--- src/core/valve_prove_pkg.sv ---
// Constants and types shared by the valve seat proving sequencer
package valve_prove_pkg;

   // ---------------------------------------------------------------
   // Proving schedule choices
   // ---------------------------------------------------------------
   typedef enum logic [2:0] {
      sched_never  = 3'h0,
      sched_before = 3'h1,
      sched_after  = 3'h2,
      sched_both   = 3'h3,
      sched_split  = 3'h4
   } schedule_type;

   // ---------------------------------------------------------------
   // Timebase
   // ---------------------------------------------------------------
   localparam int unsigned CLK_PERIOD_NS = 25;
   localparam int unsigned SECOND_NS = 1_000_000_000;
   localparam int unsigned ONE_SEC_CYCLES = SECOND_NS / CLK_PERIOD_NS;

   // ---------------------------------------------------------------
   // Phase lengths in seconds, commit hold in seconds and in cycles
   // ---------------------------------------------------------------
   localparam logic [11:0] FILL_TIME_S = 12'h004;
   localparam logic [11:0] SETTLE_TIME_S = 12'h003;
   localparam int unsigned COMMIT_HOLD_S = 5;
   localparam int unsigned COMMIT_HOLD_CYCLES = COMMIT_HOLD_S * ONE_SEC_CYCLES;

   // ---------------------------------------------------------------
   // Test time setting: width, limits and step breakpoints
   // ---------------------------------------------------------------
   localparam int unsigned TIME_W = 12;
   localparam logic [11:0] TEST_TIME_RESET = 12'h000;
   localparam logic [11:0] TEST_TIME_MAX = 12'he10;
   localparam logic [11:0] STEP_BREAK_LOW = 12'h03c;
   localparam logic [11:0] STEP_BREAK_HIGH = 12'h258;
   localparam logic [11:0] STEP_FINE = 12'h001;
   localparam logic [11:0] STEP_MID = 12'h00a;
   localparam logic [11:0] STEP_COARSE = 12'h03c;

   // ---------------------------------------------------------------
   // Password digits
   // ---------------------------------------------------------------
   localparam logic [3:0] PASS_DIGIT_FIRST = 4'h7;
   localparam logic [3:0] PASS_DIGIT_SECOND = 4'h8;

   // ---------------------------------------------------------------
   // Positions of the pin inputs in the synchroniser vector
   // ---------------------------------------------------------------
   localparam int unsigned PIN_SWITCH = 0;
   localparam int unsigned PIN_PLAIN = 1;
   localparam int unsigned PIN_PROVING = 2;
   localparam int unsigned PIN_BUTTON = 3;
   localparam int unsigned PIN_COUNT = 4;

endpackage

--- src/core/valve_proving_sequencer.sv ---
// Valve seat proving sequencer with its configuration menu
// Function
// - Schedule is never, before, after, both or split
// - Never: no seat testing anywhere
// - Before: full test alongside pre-purge
// - After: full test when run ends
// - Both: full test at both points
// - Split: high test before, low test after
// - Every interval within ten percent of nominal
// - Low-pressure phase first, then high-pressure phase
// - Downstream valve alone on for 4 s
// - Ignore switch 3 s after downstream closes
// - Low monitor: switch active means lockout
// - Upstream valve alone on for 4 s
// - Ignore switch 3 s after upstream closes
// - High monitor: switch inactive means lockout
// - Test time steps 1 s, 10 s, 1 min
// - Menu entry only in standby or lockout
// - Password digits are 7 then 8
// - Settings commit after reset held five seconds
// - Pre-purge: both demand inputs means lockout
// - Pre-purge: proving demand with never means lockout
`timescale 1ns/1ps

module valve_proving_sequencer #(
   parameter int unsigned TICKS_PER_SEC = valve_prove_pkg::ONE_SEC_CYCLES,
   parameter int unsigned HOLD_CYCLES = valve_prove_pkg::COMMIT_HOLD_CYCLES
) (
   input wire logic clk,
   input wire logic srst,
   input wire logic proving_pressure_switch,
   input wire logic plain_demand_input,
   input wire logic proving_demand_input,
   input wire logic reset_button,
   input wire logic standby_active,
   input wire logic prepurge_active,
   input wire logic run_active,
   input wire logic menu_request,
   input wire logic menu_exit,
   input wire logic key_valid,
   input wire logic [3:0] key_digit,
   input wire logic schedule_set,
   input wire logic [2:0] schedule_sel,
   input wire logic time_up,
   input wire logic time_down,
   output logic upstream_valve_output,
   output logic downstream_valve_output,
   output logic lockout_active,
   output logic proving_busy,
   output logic menu_unlocked,
   output logic [2:0] schedule,
   output logic [11:0] test_time_s
);

   // ---------------------------------------------------------------
   // Types and state
   // ---------------------------------------------------------------
   typedef enum logic [7:0] {
      st_idle = 8'h01,
      st_vent = 8'h02,
      st_vent_settle = 8'h04,
      st_vent_watch = 8'h08,
      st_fill = 8'h10,
      st_fill_settle = 8'h20,
      st_fill_watch = 8'h40,
      st_lockout = 8'h80
   } prove_state_type;

   typedef enum logic [3:0] {
      menu_closed = 4'h1,
      menu_digit1 = 4'h2,
      menu_digit2 = 4'h4,
      menu_open = 4'h8
   } menu_state_type;

   localparam int unsigned NP = valve_prove_pkg::PIN_COUNT;

   logic [NP-1:0] pin_meta;
   logic [NP-1:0] pin_sync;
   logic sw_on, plain_on, proving_on, button_on, button_prev;
   logic prepurge_prev, run_prev, prepurge_start, run_end, demand_fault;
   prove_state_type state, next_state;
   menu_state_type menu_state, next_menu_state;
   logic do_high, next_do_high;
   logic [31:0] div, next_div;
   logic [11:0] elapsed, next_elapsed;
   logic tick;
   logic [31:0] hold_cnt, next_hold_cnt;
   logic commit;
   logic [2:0] pend_sched, next_pend_sched;
   logic [11:0] pend_time, next_pend_time;
   logic [2:0] next_schedule;
   logic [11:0] next_test_time;

   // Step size of the test time setting around a value, per direction
   function automatic logic [11:0] time_step(input logic [11:0] t,
                                             input logic up);
      if (up ? t < valve_prove_pkg::STEP_BREAK_LOW
             : t <= valve_prove_pkg::STEP_BREAK_LOW)
         time_step = valve_prove_pkg::STEP_FINE;
      else if (up ? t < valve_prove_pkg::STEP_BREAK_HIGH
                  : t <= valve_prove_pkg::STEP_BREAK_HIGH)
         time_step = valve_prove_pkg::STEP_MID;
      else
         time_step = valve_prove_pkg::STEP_COARSE;
   endfunction

   // Last cycle of a phase; a zero length ends the phase at once
   function automatic logic phase_done(input logic [11:0] secs,
                                       input logic [11:0] limit,
                                       input logic on_tick);
      phase_done = (limit == 12'h000) ||
                   (on_tick && secs + 12'h001 >= limit);
   endfunction

   // ---------------------------------------------------------------
   // Pin synchronisers and edge history
   // ---------------------------------------------------------------
   always_ff @(posedge clk) begin
      if (srst) begin
         pin_meta <= '0;
         pin_sync <= '0;
         button_prev <= 1'b0;
         prepurge_prev <= 1'b0;
         run_prev <= 1'b0;
      end else begin
         pin_meta <= {reset_button, proving_demand_input,
                      plain_demand_input, proving_pressure_switch};
         pin_sync <= pin_meta;
         button_prev <= pin_sync[valve_prove_pkg::PIN_BUTTON];
         prepurge_prev <= prepurge_active;
         run_prev <= run_active;
      end
   end

   // Decoded pin levels and burner sequence points
   assign sw_on = pin_sync[valve_prove_pkg::PIN_SWITCH];
   assign plain_on = pin_sync[valve_prove_pkg::PIN_PLAIN];
   assign proving_on = pin_sync[valve_prove_pkg::PIN_PROVING];
   assign button_on = pin_sync[valve_prove_pkg::PIN_BUTTON];
   assign prepurge_start = prepurge_active && !prepurge_prev;
   assign run_end = run_prev && !run_active;
   assign demand_fault = prepurge_active && proving_on &&
      (plain_on || schedule == valve_prove_pkg::sched_never);

   // ---------------------------------------------------------------
   // Proving sequencer
   // ---------------------------------------------------------------
   // Exact one-second tick restarted on every phase entry
   assign tick = div == TICKS_PER_SEC - 1;

   always_comb begin
      next_state = state;
      next_do_high = do_high;
      unique case (state)
         st_idle: begin
            if (prepurge_start) begin
               unique case (schedule)
                  valve_prove_pkg::sched_before,
                  valve_prove_pkg::sched_both: begin
                     next_state = st_vent;
                     next_do_high = 1'b1;
                  end
                  valve_prove_pkg::sched_split: begin
                     next_state = st_fill;
                     next_do_high = 1'b0;
                  end
                  default: next_state = st_idle;
               endcase
            end else if (run_end) begin
               unique case (schedule)
                  valve_prove_pkg::sched_after,
                  valve_prove_pkg::sched_both: begin
                     next_state = st_vent;
                     next_do_high = 1'b1;
                  end
                  valve_prove_pkg::sched_split: begin
                     next_state = st_vent;
                     next_do_high = 1'b0;
                  end
                  default: next_state = st_idle;
               endcase
            end
         end
         st_vent:
            if (phase_done(elapsed, valve_prove_pkg::FILL_TIME_S, tick))
               next_state = st_vent_settle;
         st_vent_settle:
            if (phase_done(elapsed, valve_prove_pkg::SETTLE_TIME_S, tick))
               next_state = st_vent_watch;
         st_vent_watch:
            if (sw_on)
               next_state = st_lockout;
            else if (phase_done(elapsed, test_time_s, tick))
               next_state = do_high ? st_fill : st_idle;
         st_fill:
            if (phase_done(elapsed, valve_prove_pkg::FILL_TIME_S, tick))
               next_state = st_fill_settle;
         st_fill_settle:
            if (phase_done(elapsed, valve_prove_pkg::SETTLE_TIME_S, tick))
               next_state = st_fill_watch;
         st_fill_watch:
            if (!sw_on)
               next_state = st_lockout;
            else if (phase_done(elapsed, test_time_s, tick))
               next_state = st_idle;
         st_lockout:
            if (button_prev && !button_on)
               next_state = st_idle;
         default: next_state = st_lockout;
      endcase
      // Demand wiring faults win over any step and keep lockout held
      if (demand_fault)
         next_state = st_lockout;
      next_div = (next_state != state || tick) ? '0 : div + 32'h1;
      next_elapsed = (next_state != state) ? '0 :
         (tick ? elapsed + 12'h001 : elapsed);
   end

   // Sequencer registers and registered valve drives
   always_ff @(posedge clk) begin
      if (srst) begin
         state <= st_idle;
         do_high <= 1'b0;
         div <= '0;
         elapsed <= '0;
         upstream_valve_output <= 1'b0;
         downstream_valve_output <= 1'b0;
         lockout_active <= 1'b0;
         proving_busy <= 1'b0;
      end else begin
         state <= next_state;
         do_high <= next_do_high;
         div <= next_div;
         elapsed <= next_elapsed;
         upstream_valve_output <= next_state == st_fill;
         downstream_valve_output <= next_state == st_vent;
         lockout_active <= next_state == st_lockout;
         proving_busy <= next_state != st_idle &&
                         next_state != st_lockout;
      end
   end

   // ---------------------------------------------------------------
   // Configuration menu, password and commit
   // ---------------------------------------------------------------
   always_comb begin
      next_menu_state = menu_state;
      next_pend_sched = pend_sched;
      next_pend_time = pend_time;
      unique case (menu_state)
         menu_closed:
            if (menu_request && (standby_active || state == st_lockout))
               next_menu_state = menu_digit1;
         menu_digit1:
            if (key_valid)
               next_menu_state =
                  (key_digit == valve_prove_pkg::PASS_DIGIT_FIRST) ?
                  menu_digit2 : menu_closed;
         menu_digit2:
            if (key_valid)
               next_menu_state =
                  (key_digit == valve_prove_pkg::PASS_DIGIT_SECOND) ?
                  menu_open : menu_closed;
         menu_open: begin
            if (menu_exit)
               next_menu_state = menu_closed;
            if (schedule_set && schedule_sel <= valve_prove_pkg::sched_split)
               next_pend_sched = schedule_sel;
            if (time_up && pend_time < valve_prove_pkg::TEST_TIME_MAX)
               next_pend_time = pend_time + time_step(pend_time, 1'b1);
            else if (time_down && pend_time != 12'h000)
               next_pend_time = pend_time - time_step(pend_time, 1'b0);
         end
         default: next_menu_state = menu_closed;
      endcase
      next_hold_cnt = button_on ?
         (hold_cnt == HOLD_CYCLES ? hold_cnt : hold_cnt + 32'h1) : '0;
      next_schedule = commit ? pend_sched : schedule;
      next_test_time = commit ? pend_time : test_time_s;
   end

   // Commit fires once, the cycle the hold reaches its length
   assign commit = menu_state == menu_open && button_on &&
                   hold_cnt == HOLD_CYCLES - 1;

   // Menu registers and committed settings
   always_ff @(posedge clk) begin
      if (srst) begin
         menu_state <= menu_closed;
         pend_sched <= valve_prove_pkg::sched_never;
         pend_time <= valve_prove_pkg::TEST_TIME_RESET;
         hold_cnt <= '0;
         schedule <= valve_prove_pkg::sched_never;
         test_time_s <= valve_prove_pkg::TEST_TIME_RESET;
         menu_unlocked <= 1'b0;
      end else begin
         menu_state <= next_menu_state;
         pend_sched <= next_pend_sched;
         pend_time <= next_pend_time;
         hold_cnt <= next_hold_cnt;
         schedule <= next_schedule;
         test_time_s <= next_test_time;
         menu_unlocked <= next_menu_state == menu_open;
      end
   end

   // ---------------------------------------------------------------
   // Checks
   // ---------------------------------------------------------------
   logic [31:0] on_cnt;

   // Cycles for which one valve output has stood on
   always_ff @(posedge clk) begin
      if (srst)
         on_cnt <= '0;
      else
         on_cnt <= (upstream_valve_output || downstream_valve_output) ?
                   on_cnt + 32'h1 : '0;
   end

   property p_valve_alone;
      @(posedge clk) disable iff (srst)
         downstream_valve_output |-> !upstream_valve_output;
   endproperty
   a_valve_alone: assert property (p_valve_alone)
      else $error("both valve outputs on together");

   property p_open_length;
      @(posedge clk) disable iff (srst)
         on_cnt <= 4 * TICKS_PER_SEC;
   endproperty
   a_open_length: assert property (p_open_length)
      else $error("valve output held beyond its open time");

   property p_settle_ignores;
      @(posedge clk) disable iff (srst)
         state == st_vent_settle && sw_on && !demand_fault
         |=> state != st_lockout;
   endproperty
   a_settle_ignores: assert property (p_settle_ignores)
      else $error("switch acted on during settling");

   property p_low_fail;
      @(posedge clk) disable iff (srst)
         state == st_vent_watch && sw_on |=> state == st_lockout ##1
            lockout_active && !downstream_valve_output;
   endproperty
   a_low_fail: assert property (p_low_fail)
      else $error("low pressure leak not locked out");

   property p_high_fail;
      @(posedge clk) disable iff (srst)
         state == st_fill_watch && !sw_on |=> state == st_lockout;
   endproperty
   a_high_fail: assert property (p_high_fail)
      else $error("high pressure leak not locked out");

   property p_lockout_valves;
      @(posedge clk) disable iff (srst)
         lockout_active |-> !upstream_valve_output &&
                            !downstream_valve_output;
   endproperty
   a_lockout_valves: assert property (p_lockout_valves)
      else $error("valve output on during lockout");

   property p_never_idle;
      @(posedge clk) disable iff (srst)
         state == st_idle && schedule == valve_prove_pkg::sched_never &&
         !demand_fault |=> state == st_idle;
   endproperty
   a_never_idle: assert property (p_never_idle)
      else $error("seat test started with schedule never");

   property p_menu_gate;
      @(posedge clk) disable iff (srst)
         menu_state == menu_closed && !standby_active &&
         state != st_lockout |=> menu_state == menu_closed;
   endproperty
   a_menu_gate: assert property (p_menu_gate)
      else $error("menu entered outside standby or lockout");

   property p_bad_digit;
      @(posedge clk) disable iff (srst)
         menu_state == menu_digit1 && key_valid &&
         key_digit != valve_prove_pkg::PASS_DIGIT_FIRST |=>
         menu_state == menu_closed ##1
         !menu_unlocked;
   endproperty
   a_bad_digit: assert property (p_bad_digit)
      else $error("wrong first password digit accepted");

   property p_demand_clash;
      @(posedge clk) disable iff (srst)
         prepurge_active && plain_on && proving_on |=>
         state == st_lockout;
   endproperty
   a_demand_clash: assert property (p_demand_clash)
      else $error("both demands in pre-purge without lockout");

endmodule

--- config.mk ---
export PLATFORM = sky130hd
export DESIGN_NAME = valve_proving_sequencer
export DESIGN_NICKNAME = d
export VERILOG_FILES = /design/src/core/valve_prove_pkg.sv /design/src/core/valve_proving_sequencer.sv
export SDC_FILE = /design/constraint.sdc
export NUM_CORES = 1
export LEC_CHECK = 0
export BUFFER_PORTS_ARGS = -buffer_cell sky130_fd_sc_hd__buf_2
export CAP_MARGIN = 10
export CORE_AREA = 2 2 141 143
export CTS_CLUSTER_SIZE = 25
export DETAILED_ROUTE_END_ITERATION = 10
export DIE_AREA = 0 0 143 145
export HOLD_SLACK_MARGIN = 0.05
export PLACE_DENSITY_LB_ADDON = 0.2
export SYNTH_ARGS = -nofsm -noshare
export SYNTH_HDL_FRONTEND = slang
export SYNTH_SLANG_ARGS = --single-unit
--- constraint.sdc ---
create_clock -name clk -period 3.42 [get_ports clk]
set_input_delay 0.342 -clock clk [delete_from_list [all_inputs] [get_ports clk]]
set_output_delay 0.342 -clock clk [all_outputs]
set_load 0.02 [all_outputs]
==> results of run 1 <==
[area by class of cell]
type | instances | area (sq um)
clock inverters | 15 | 203.9
multi-input cells | 692 | 4873
well taps | 265 | 331.6
repair buffers | 119 | 922.1
inverters | 34 | 130.1
fillers | 1822 | 9613
clock buffers | 17 | 425.4
flip-flops and latches | 135 | 2708
[registers in the layout (all words and copies together) (netlist names)]
name                     cells
button_prev                  1
div                         32
do_high                      1
downstream_valve_output      1
elapsed                     12
hold_cnt                    32
lockout_active               1
menu_state                   4
menu_unlocked                1
pend_sched                   3
pend_time                   12
pin_meta                     4
pin_sync                     4
prepurge_prev                1
proving_busy                 1
run_prev                     1
schedule                     3
state                        8
test_time_s                 12
upstream_valve_output        1
[stage by stage]
| stage | setup WS [ns] | area [sq um] |
|---|---|---|
| after global placement | -0.3069 | 8473 |
| after floorplan | -0.1987 | 7597 |
| after global routing | -0.4064 | 9594 |
| after detailed placement | -0.3291 | 8473 |
| final | -0.2685 | 9594 |
| after CTS | -0.2413 | 9239 |
[worst register-to-register path, stage by stage, from the launching register on]
cell and delay, ns:
dfxtp_2 0.32, or4_4 0.52, or3_4 0.34, or3_4 0.34
nor2b_4 0.14, o311a_4 0.15, o22ai_4 0.16, ha_4 0.24
a211oi_2 0.21, o21a_1 0.22, o31ai_4 0.11, o41ai_2 0.39
xnor2_1 0.16, nand2_1 0.07, xor2_1 0.14, nor2_1 0.05
[cell families (layout without fill, tap and decap cells)]
family                     Yosys count  count (layout)  share of synthesized area (%)
muxes                               31              31                          4.151
adders and majority gates           29              29                          4.915
and+or+nand+nor                    425             425                          30.34
buffers and inverters               72             185                          3.936
DFF                                135             135                          35.87
xor gates and xnor gates            89              89                          10.35
AOI/OAI and AO/OA                  118             118                          10.44
[power groups by stage]
stage	registers [W]	logic [W]	clock network (W)
after floorplan	0.00166	0.000489	0
after global placement	0.00168	0.000720	0
after detailed placement	0.00168	0.000718	0
after CTS	0.00165	0.000725	0.00202
after global routing	0.00165	0.00106	0.00208
final	0.00165	0.000981	0.00198
[worst paths after layout]
check / from / cells after the start / slack [ns] / to
min reg2reg: pin_meta[1] / 1 / 0.43 / pin_sync[1]
max: pend_time[7] / 15 / -0.27 / pend_time[11]
min: plain_demand_input / 2 / 0.12 / pin_meta[1]
max reg2reg: pend_time[7] / 15 / -0.27 / pend_time[11]
[metal layers]
layer,vias up,track usage (%),wire length (um)
li1,3406,-,-
met1,3022,23.82,9131
met2,105,27.34,8488
met3,28,4.059,681
met4,0,5.990,302
met5,-,0,0
[synth_stat cells (all sizes together), types with 6 or more instances]
library cell,count
nor2,112
and3,11
nand4,21
and2,7
nor4,37
xor2,48
o21ai,30
and4,6
nand3,47
or3,15
inv,33
mux2i,29
ha,28
nor2b,15
nand2,58
nor3,58
a211oi,6
clkbuf,23
buf,15
nand2b,12
xnor2,41
dfxtp,135
a21oi,32
a21o,6
[repair_timing]
| action | 4_1_cts | 5_1_grt |
|---|---|---|
| gates resized for setup | 14 | 39 |
| setup buffers | 8 | 6 |
| setup endpoints to repair | 4 | 56 |
| pin swaps | 23 | 23 |
| cloned | 0 | 4 |
==> implementation parameters, run 1 <==
Parameter                              Value

STA
  Worst Skew ... 0.01543 ns
  Setup Total Neg Slack ... -0.9080 ns
  Pins Over Slew Limit ... 0
  Final Hold Violating Endpoints ... 0
  Setup WS post-layout ... -0.2685 ns
  Setup repair after global routing missed its margin ... yes
  Transition at the pin with the smallest max-transition slack ... 0.6732 ns
  Post-layout minimum cycle time ... 3.688 ns
  Final period utilization ... 107.8%
  Worst hold margin ... 0.1231 ns
  Highest achievable clock rate ... 271.1 MHz
  Worst rel slew slack ... 55.02%
  Setup violators final ... 5

Finish
  Commonest cells after routing, fill and taps aside ... 131 x dfxtp_1, 109 x nor2_1, 67 x buf_4
  Antenna cells ... 0
  Most common cell after layout, fill and taps aside ... dfxtp_1
  Final standard cell utilization of the core ... 49.95%
  Final Non-Filler Cells ... 1277
  Total number of nets in the final design ... 1050
  Share of final-layout standard cells stronger than drive strength 1 ... 22.53%
  Area Growth Syn to Fin ... 27.33%

Pwr
  Total leakage power ... 3.739 nW
  Net switching power figure ... 0.001364 W
  Comb power frac ... 21.3%
  Switching part of the total power ... 29.61%
  Sequential share of power ... 35.7%
  Cell internal pwr ... 0.003242 W
  Worst voltage drop across the vdd grid ... 0.0004045 V
  Power Dens Cells ... 480.0 mW/mm^2
  Final total power ... 0.004605 W
  Clk pwr share ... 42.9%

Place
  Port buffer count ... 41
  Detailed-placement wirelength estimate ... 12320 um
  Placed cell count ... 1227
  Routability cong. ... 0.8627

Status
  Violated checks ... setup timing
  Status ... finished, violations left

Setup path
  Cell breakdown of the critical path ... or4_4 > or3_4 > or3_4 > nor2b_4 > o311a_4 > o22ai_4 > ha_4 > a211oi_2 > o21a_1 > o31ai_4 > o41ai_2 > xnor2_1 > nand2_1 > xor2_1 > nor2_1
  Critical path start-end classification ... reg -> reg
  Type of element capturing the critical path ... flip-flop
  Largest incremental delay on the critical path ... 0.52 ns
  Worst Path Arrival ... 3.99 ns
  Max Fanout on Critical Path ... 2
  Critical path launch point type ... flip-flop
  Required time reported for the critical path endpoint ... 3.72 ns
  Cell at the slowest stage of the critical path ... or4_4
  Top delay family on crit path ... simple AND/OR/NAND/NOR gates
  Buffers plus inverters on the worst setup path ... 0
  Cell type with the highest occurrence count on the critical path ... or3_4

Die
  Starting density of the core ... 39.23%
  Width of the chip ... 143 um
  Top Ports ... 42
  Die height ... 145 um
  Placement Rows ... 51
  Die ar. ... 0.02074 sq mm
  Area of the core ... 0.01921 sq mm

Clocking
  Clock net sink count ... 135
  Clock latency at the later pin of the worst-skew pair ... 0.43 ns
  Clock tree root driver cell ... clkbuf_16
  H-tree depth ... 4
  Number of buffers between clock root and the deepest sink ... 2
  Reg clk slew, reported paths ... 0.07 ns
  Hold Buf Count CTS ... 0
  Cts bufs inserted ... 17
  TritonCTS clock tree ... built

Global route
  Combined global-route utilization of all metal layers ... 17.56%
  Maximum number of pins on one net before global-route repair ... 50
  Global-route wire length before repair ... 29810 um
  Via count of the first global-routing pass ... 6218
  Global-route congestion overflow total ... 0
  Initial antenna violation count ... 0

Route
  Pre-Repair DR Iteration Count ... 5
  Via total after detailed routing ... 6561
  Post-detailed-route DRC marker count ... 0
  Via/cell ratio ... 5.138
  Starting DRT DRC Count ... 316
  Post-Route WL ... 18600 um
  Antenna Nets Post-Route ... 0
  Avg WL per Cell ... 14.57 um

Yosys
  Flops & latches, synth ... 135
  Post-synth EDFFs ... 0
  Biggest area contributors in the synthesized netlist ... dfxtp_1 36%, nor2_1 5.6%, xor2_1 5.6%, xnor2_1 4.8%, ha_1 4.6%
  Synthesized cell area ... 0.007535 sq mm
  Most frequently used flop master after synthesis ... dfxtp_1
  Synthesized area divided by synthesized cell count ... 8.381 sq um
  Number of nets produced by synthesis ... 950
  Share of the synthesized area in the top cell type ... 35.87%
  Post-synthesis cell count ... 899
  Number of distinct library cells after synthesis ... 74
  Number of warnings issued by yosys ... 0
  Part of the Yosys area used for sequential elements ... 35.87%
  Async set-or-reset flop fraction in the synthesized netlist ... 0%
  Post-synth top area cell ... dfxtp_1

Run
  Maximum capacitance violations ... 0

Worst hold path
  Path category of the worst min-delay check ... in -> reg
No activity file was read; power rests on OpenSTA's default activity.
==> inputs of run 2 (changes only) <==
--- a/config.mk
+++ b/config.mk
@@ -13,6 +13,7 @@
 export DIE_AREA = 0 0 143 145
 export HOLD_SLACK_MARGIN = 0.05
 export PLACE_DENSITY_LB_ADDON = 0.2
+export SKIP_CTS_REPAIR_TIMING = 1
 export SYNTH_ARGS = -nofsm -noshare
 export SYNTH_HDL_FRONTEND = slang
 export SYNTH_SLANG_ARGS = --single-unit
==> run 2 against run 1 <==
Effect of this change:
- clock power about the same
- clock skew down 0.0036 ns
- sequential power about the same
- worst setup slack better by 0.074 ns
- final cell count is 0.86% lower
- critical path depth did not move
- global-route usage decreased by 0.29 points
- sequential share of layout area increased by 0.40 points
- the run still ends with setup timing left
- via count decreased by 0.73%
- largest cell class unchanged
- sequential cell count unchanged
==> implementation parameters, run 2 (synthesis gave the netlist of run 1 again) <==
Parameter                              Value

Clocking
  H-tree depth ... 4 (unchanged)
  Cts bufs inserted ... 17 (unchanged)
  TritonCTS clock tree ... built
  Number of buffers between clock root and the deepest sink ... 2 (unchanged)
  Reg clk slew, reported paths ... 0.07 ns (about the same)
  Clock net sink count ... 135 (unchanged)
  Clock tree root driver cell ... clkbuf_16
  Clock latency at the later pin of the worst-skew pair ... 0.43 ns (about the same)

Die
  Top Ports ... 42 (unchanged)
  Placement Rows ... 51 (unchanged)
  Die height ... 145 um (unchanged)
  Width of the chip ... 143 um (unchanged)
  Starting density of the core ... 39.23% (unchanged)
  Area of the core ... 0.01921 sq mm (unchanged)
  Die ar. ... 0.02074 sq mm (unchanged)

Route
  Via total after detailed routing ... 6513 (-0.73%)
  Starting DRT DRC Count ... 277 (-12%)
  Post-Route WL ... 18250 um (-1.9%)
  Via/cell ratio ... 5.145 (+0.13%)
  Pre-Repair DR Iteration Count ... 5 (unchanged)
  Avg WL per Cell ... 14.41 um (-1.1%)
  Post-detailed-route DRC marker count ... 0 (unchanged)
  Antenna Nets Post-Route ... 0 (unchanged)

Setup path
  Largest incremental delay on the critical path ... 0.52 ns (about the same)
  Cell breakdown of the critical path ... or4_4 > or3_4 > buf_4 > a41oi_4 > nor2b_4 > buf_4 > mux2i_1 > ha_1 > a21oi_2 > o21bai_4 > a2111oi_4 > nor2_1 > xnor2_1 > mux2_2 > nor2_1
  Worst Path Arrival ... 3.98 ns (about the same)
  Max Fanout on Critical Path ... 3 (+1)
  Cell at the slowest stage of the critical path ... or4_4
  Critical path start-end classification ... reg -> reg
  Required time reported for the critical path endpoint ... 3.78 ns (+0.06 ns)
  Type of element capturing the critical path ... flip-flop
  Critical path launch point type ... flip-flop

STA
  Worst rel slew slack ... 55.85% (+0.82 points)
  Worst hold margin ... 0.1258 ns (+0.002736 ns)
  Final period utilization ... 105.7% (-2.2 points)
  Highest achievable clock rate ... 276.7 MHz (+2.1%)
  Post-layout minimum cycle time ... 3.614 ns (-0.07442 ns)
  Setup repair after global routing missed its margin ... yes
  Setup WS post-layout ... -0.1940 ns (+0.07442 ns)
  Pins Over Slew Limit ... 0 (unchanged)
  Final Hold Violating Endpoints ... 0 (unchanged)
  Worst Skew ... 0.01182 ns (-0.003609 ns)
  Setup violators final ... 3 (-2)
  Transition at the pin with the smallest max-transition slack ... 0.6609 ns (-0.01234 ns)

Global route
  Fraction of met3 tracks used by global routing ... 4.059% (unchanged)
  Global-route congestion overflow total ... 0 (unchanged)
  Via count of the first global-routing pass ... 6125 (-1.5%)
  Combined global-route utilization of all metal layers ... 17.27% (-0.29 points)
  Met2 demand-to-capacity share in global routing ... 26.70% (-0.65 points)
  Initial antenna violation count ... 0 (unchanged)
  Global-route wire length before repair ... 29370 um (-1.5%)
  Maximum number of pins on one net before global-route repair ... 50 (unchanged)
  Met1 global-route usage ... 23.60% (-0.22 points)
  Layer carrying the most global-route usage ... met2

Finish
  Post-layout instance area ... 0.009455 sq mm (-1.4%)
  Registers with the most flip-flops ... div: 32 flops, hold_cnt: 32 flops
  Antenna cells ... 0 (unchanged)
  Total number of nets in the final design ... 1039 (-1.0%)
  Final standard cell utilization of the core ... 49.23% (-0.72 points)
  Commonest cells after routing, fill and taps aside ... 132 x dfxtp_1, 111 x nor2_1, 58 x buf_4
  Area Growth Syn to Fin ... 25.49%
  Share of final-layout standard cells stronger than drive strength 1 ... 20.88% (-1.7 points)
  Number of inserted filler cells in the final layout ... 1844 (+1.2%)
  Most common cell after layout, fill and taps aside ... dfxtp_1

Pwr
  Total leakage power ... 3.674 nW (-1.7%)
  Power Dens Cells ... 486.5 mW/mm^2 (+1.4%)
  Worst voltage drop across the vdd grid ... 0.0004042 V (about the same)

Status
  Status ... finished, violations left
  Violated checks ... setup timing

Place
  Post-Place Setup Slack ... -0.3291 ns (unchanged)
  Routability cong. ... 0.8627 (unchanged)
  Port buffer count ... 41 (unchanged)
  Detailed-placement wirelength estimate ... 12320 um (unchanged)
  Area of placed instances ... 0.008473 sq mm (unchanged)

Run
  Maximum capacitance violations ... 0 (unchanged)

Worst hold path
  Path category of the worst min-delay check ... in -> reg
run 2: cell count changes in the layout (fill, tap and decap cells not counted), sizes merged:
cell | before | now
buf | 115 | 104
run 2: final timing paths:
path                       from            to  slack, ns  cells after the start
min          plain_demand_input   pin_meta[1]       0.13                      2
max reg2reg       pend_time[11]  pend_time[8]      -0.19                     15
min reg2reg         pin_meta[1]   pin_sync[1]       0.43                      1
max               pend_time[11]  pend_time[8]      -0.19                     15
run 2: worst max-delay path, delay by kind of cell, from the launching register on:
kind / cells / cell delay (ns)
flops: 1 / 0.32
compound gates: 4 / 0.98
simple gates: 5 / 1.11
fa+ha+maj: 1 / 0.29
mux: 2 / 0.43
buf+inv: 2 / 0.29
xor+xnor: 1 / 0.13
run 2: power breakdown:
part | switching, W | total, W | internal, W
sequential | 0.0000415 | 0.00165 | 0.00160
combinational | 0.000531 | 0.000981 | 0.000450
clock | 0.000790 | 0.00197 | 0.00118
total | 0.00136 | 0.00460 | 0.00324
run 2: through the flow:
stage          instances  total power [W]  setup TNS (ns)
6_report            1266         0.004600         -0.5581
5_1_grt             1266         0.004795          -1.009
4_1_cts             1259         0.004386         -0.8821
3_5_place_dp        1227         0.002399         -0.7993
3_3_place_gp        1227         0.002401         -0.7833
2_1_floorplan        899         0.002150         -0.1987
run 2: final cells by class:
type | count | area (sq um) | area share [%]
multi-input combinational | 692 | 4828 | 51.07
sequential | 135 | 2706 | 28.62
timing repair buffer | 108 | 832.0 | 8.800
clock buffer | 17 | 425.4 | 4.499
tap | 265 | 331.6 | 3.507
clock inverter | 15 | 203.9 | 2.157
inverter | 34 | 127.6 | 1.350
run 2: metal layers:
| metal | wire length [um] | vias to the layer above |
|---|---|---|
| li1 | - | 3383 |
| met1 | 9053 | 3021 |
| met2 | 8325 | 83 |
| met3 | 611 | 26 |
| met4 | 255 | 0 |
| met5 | 0 | - |
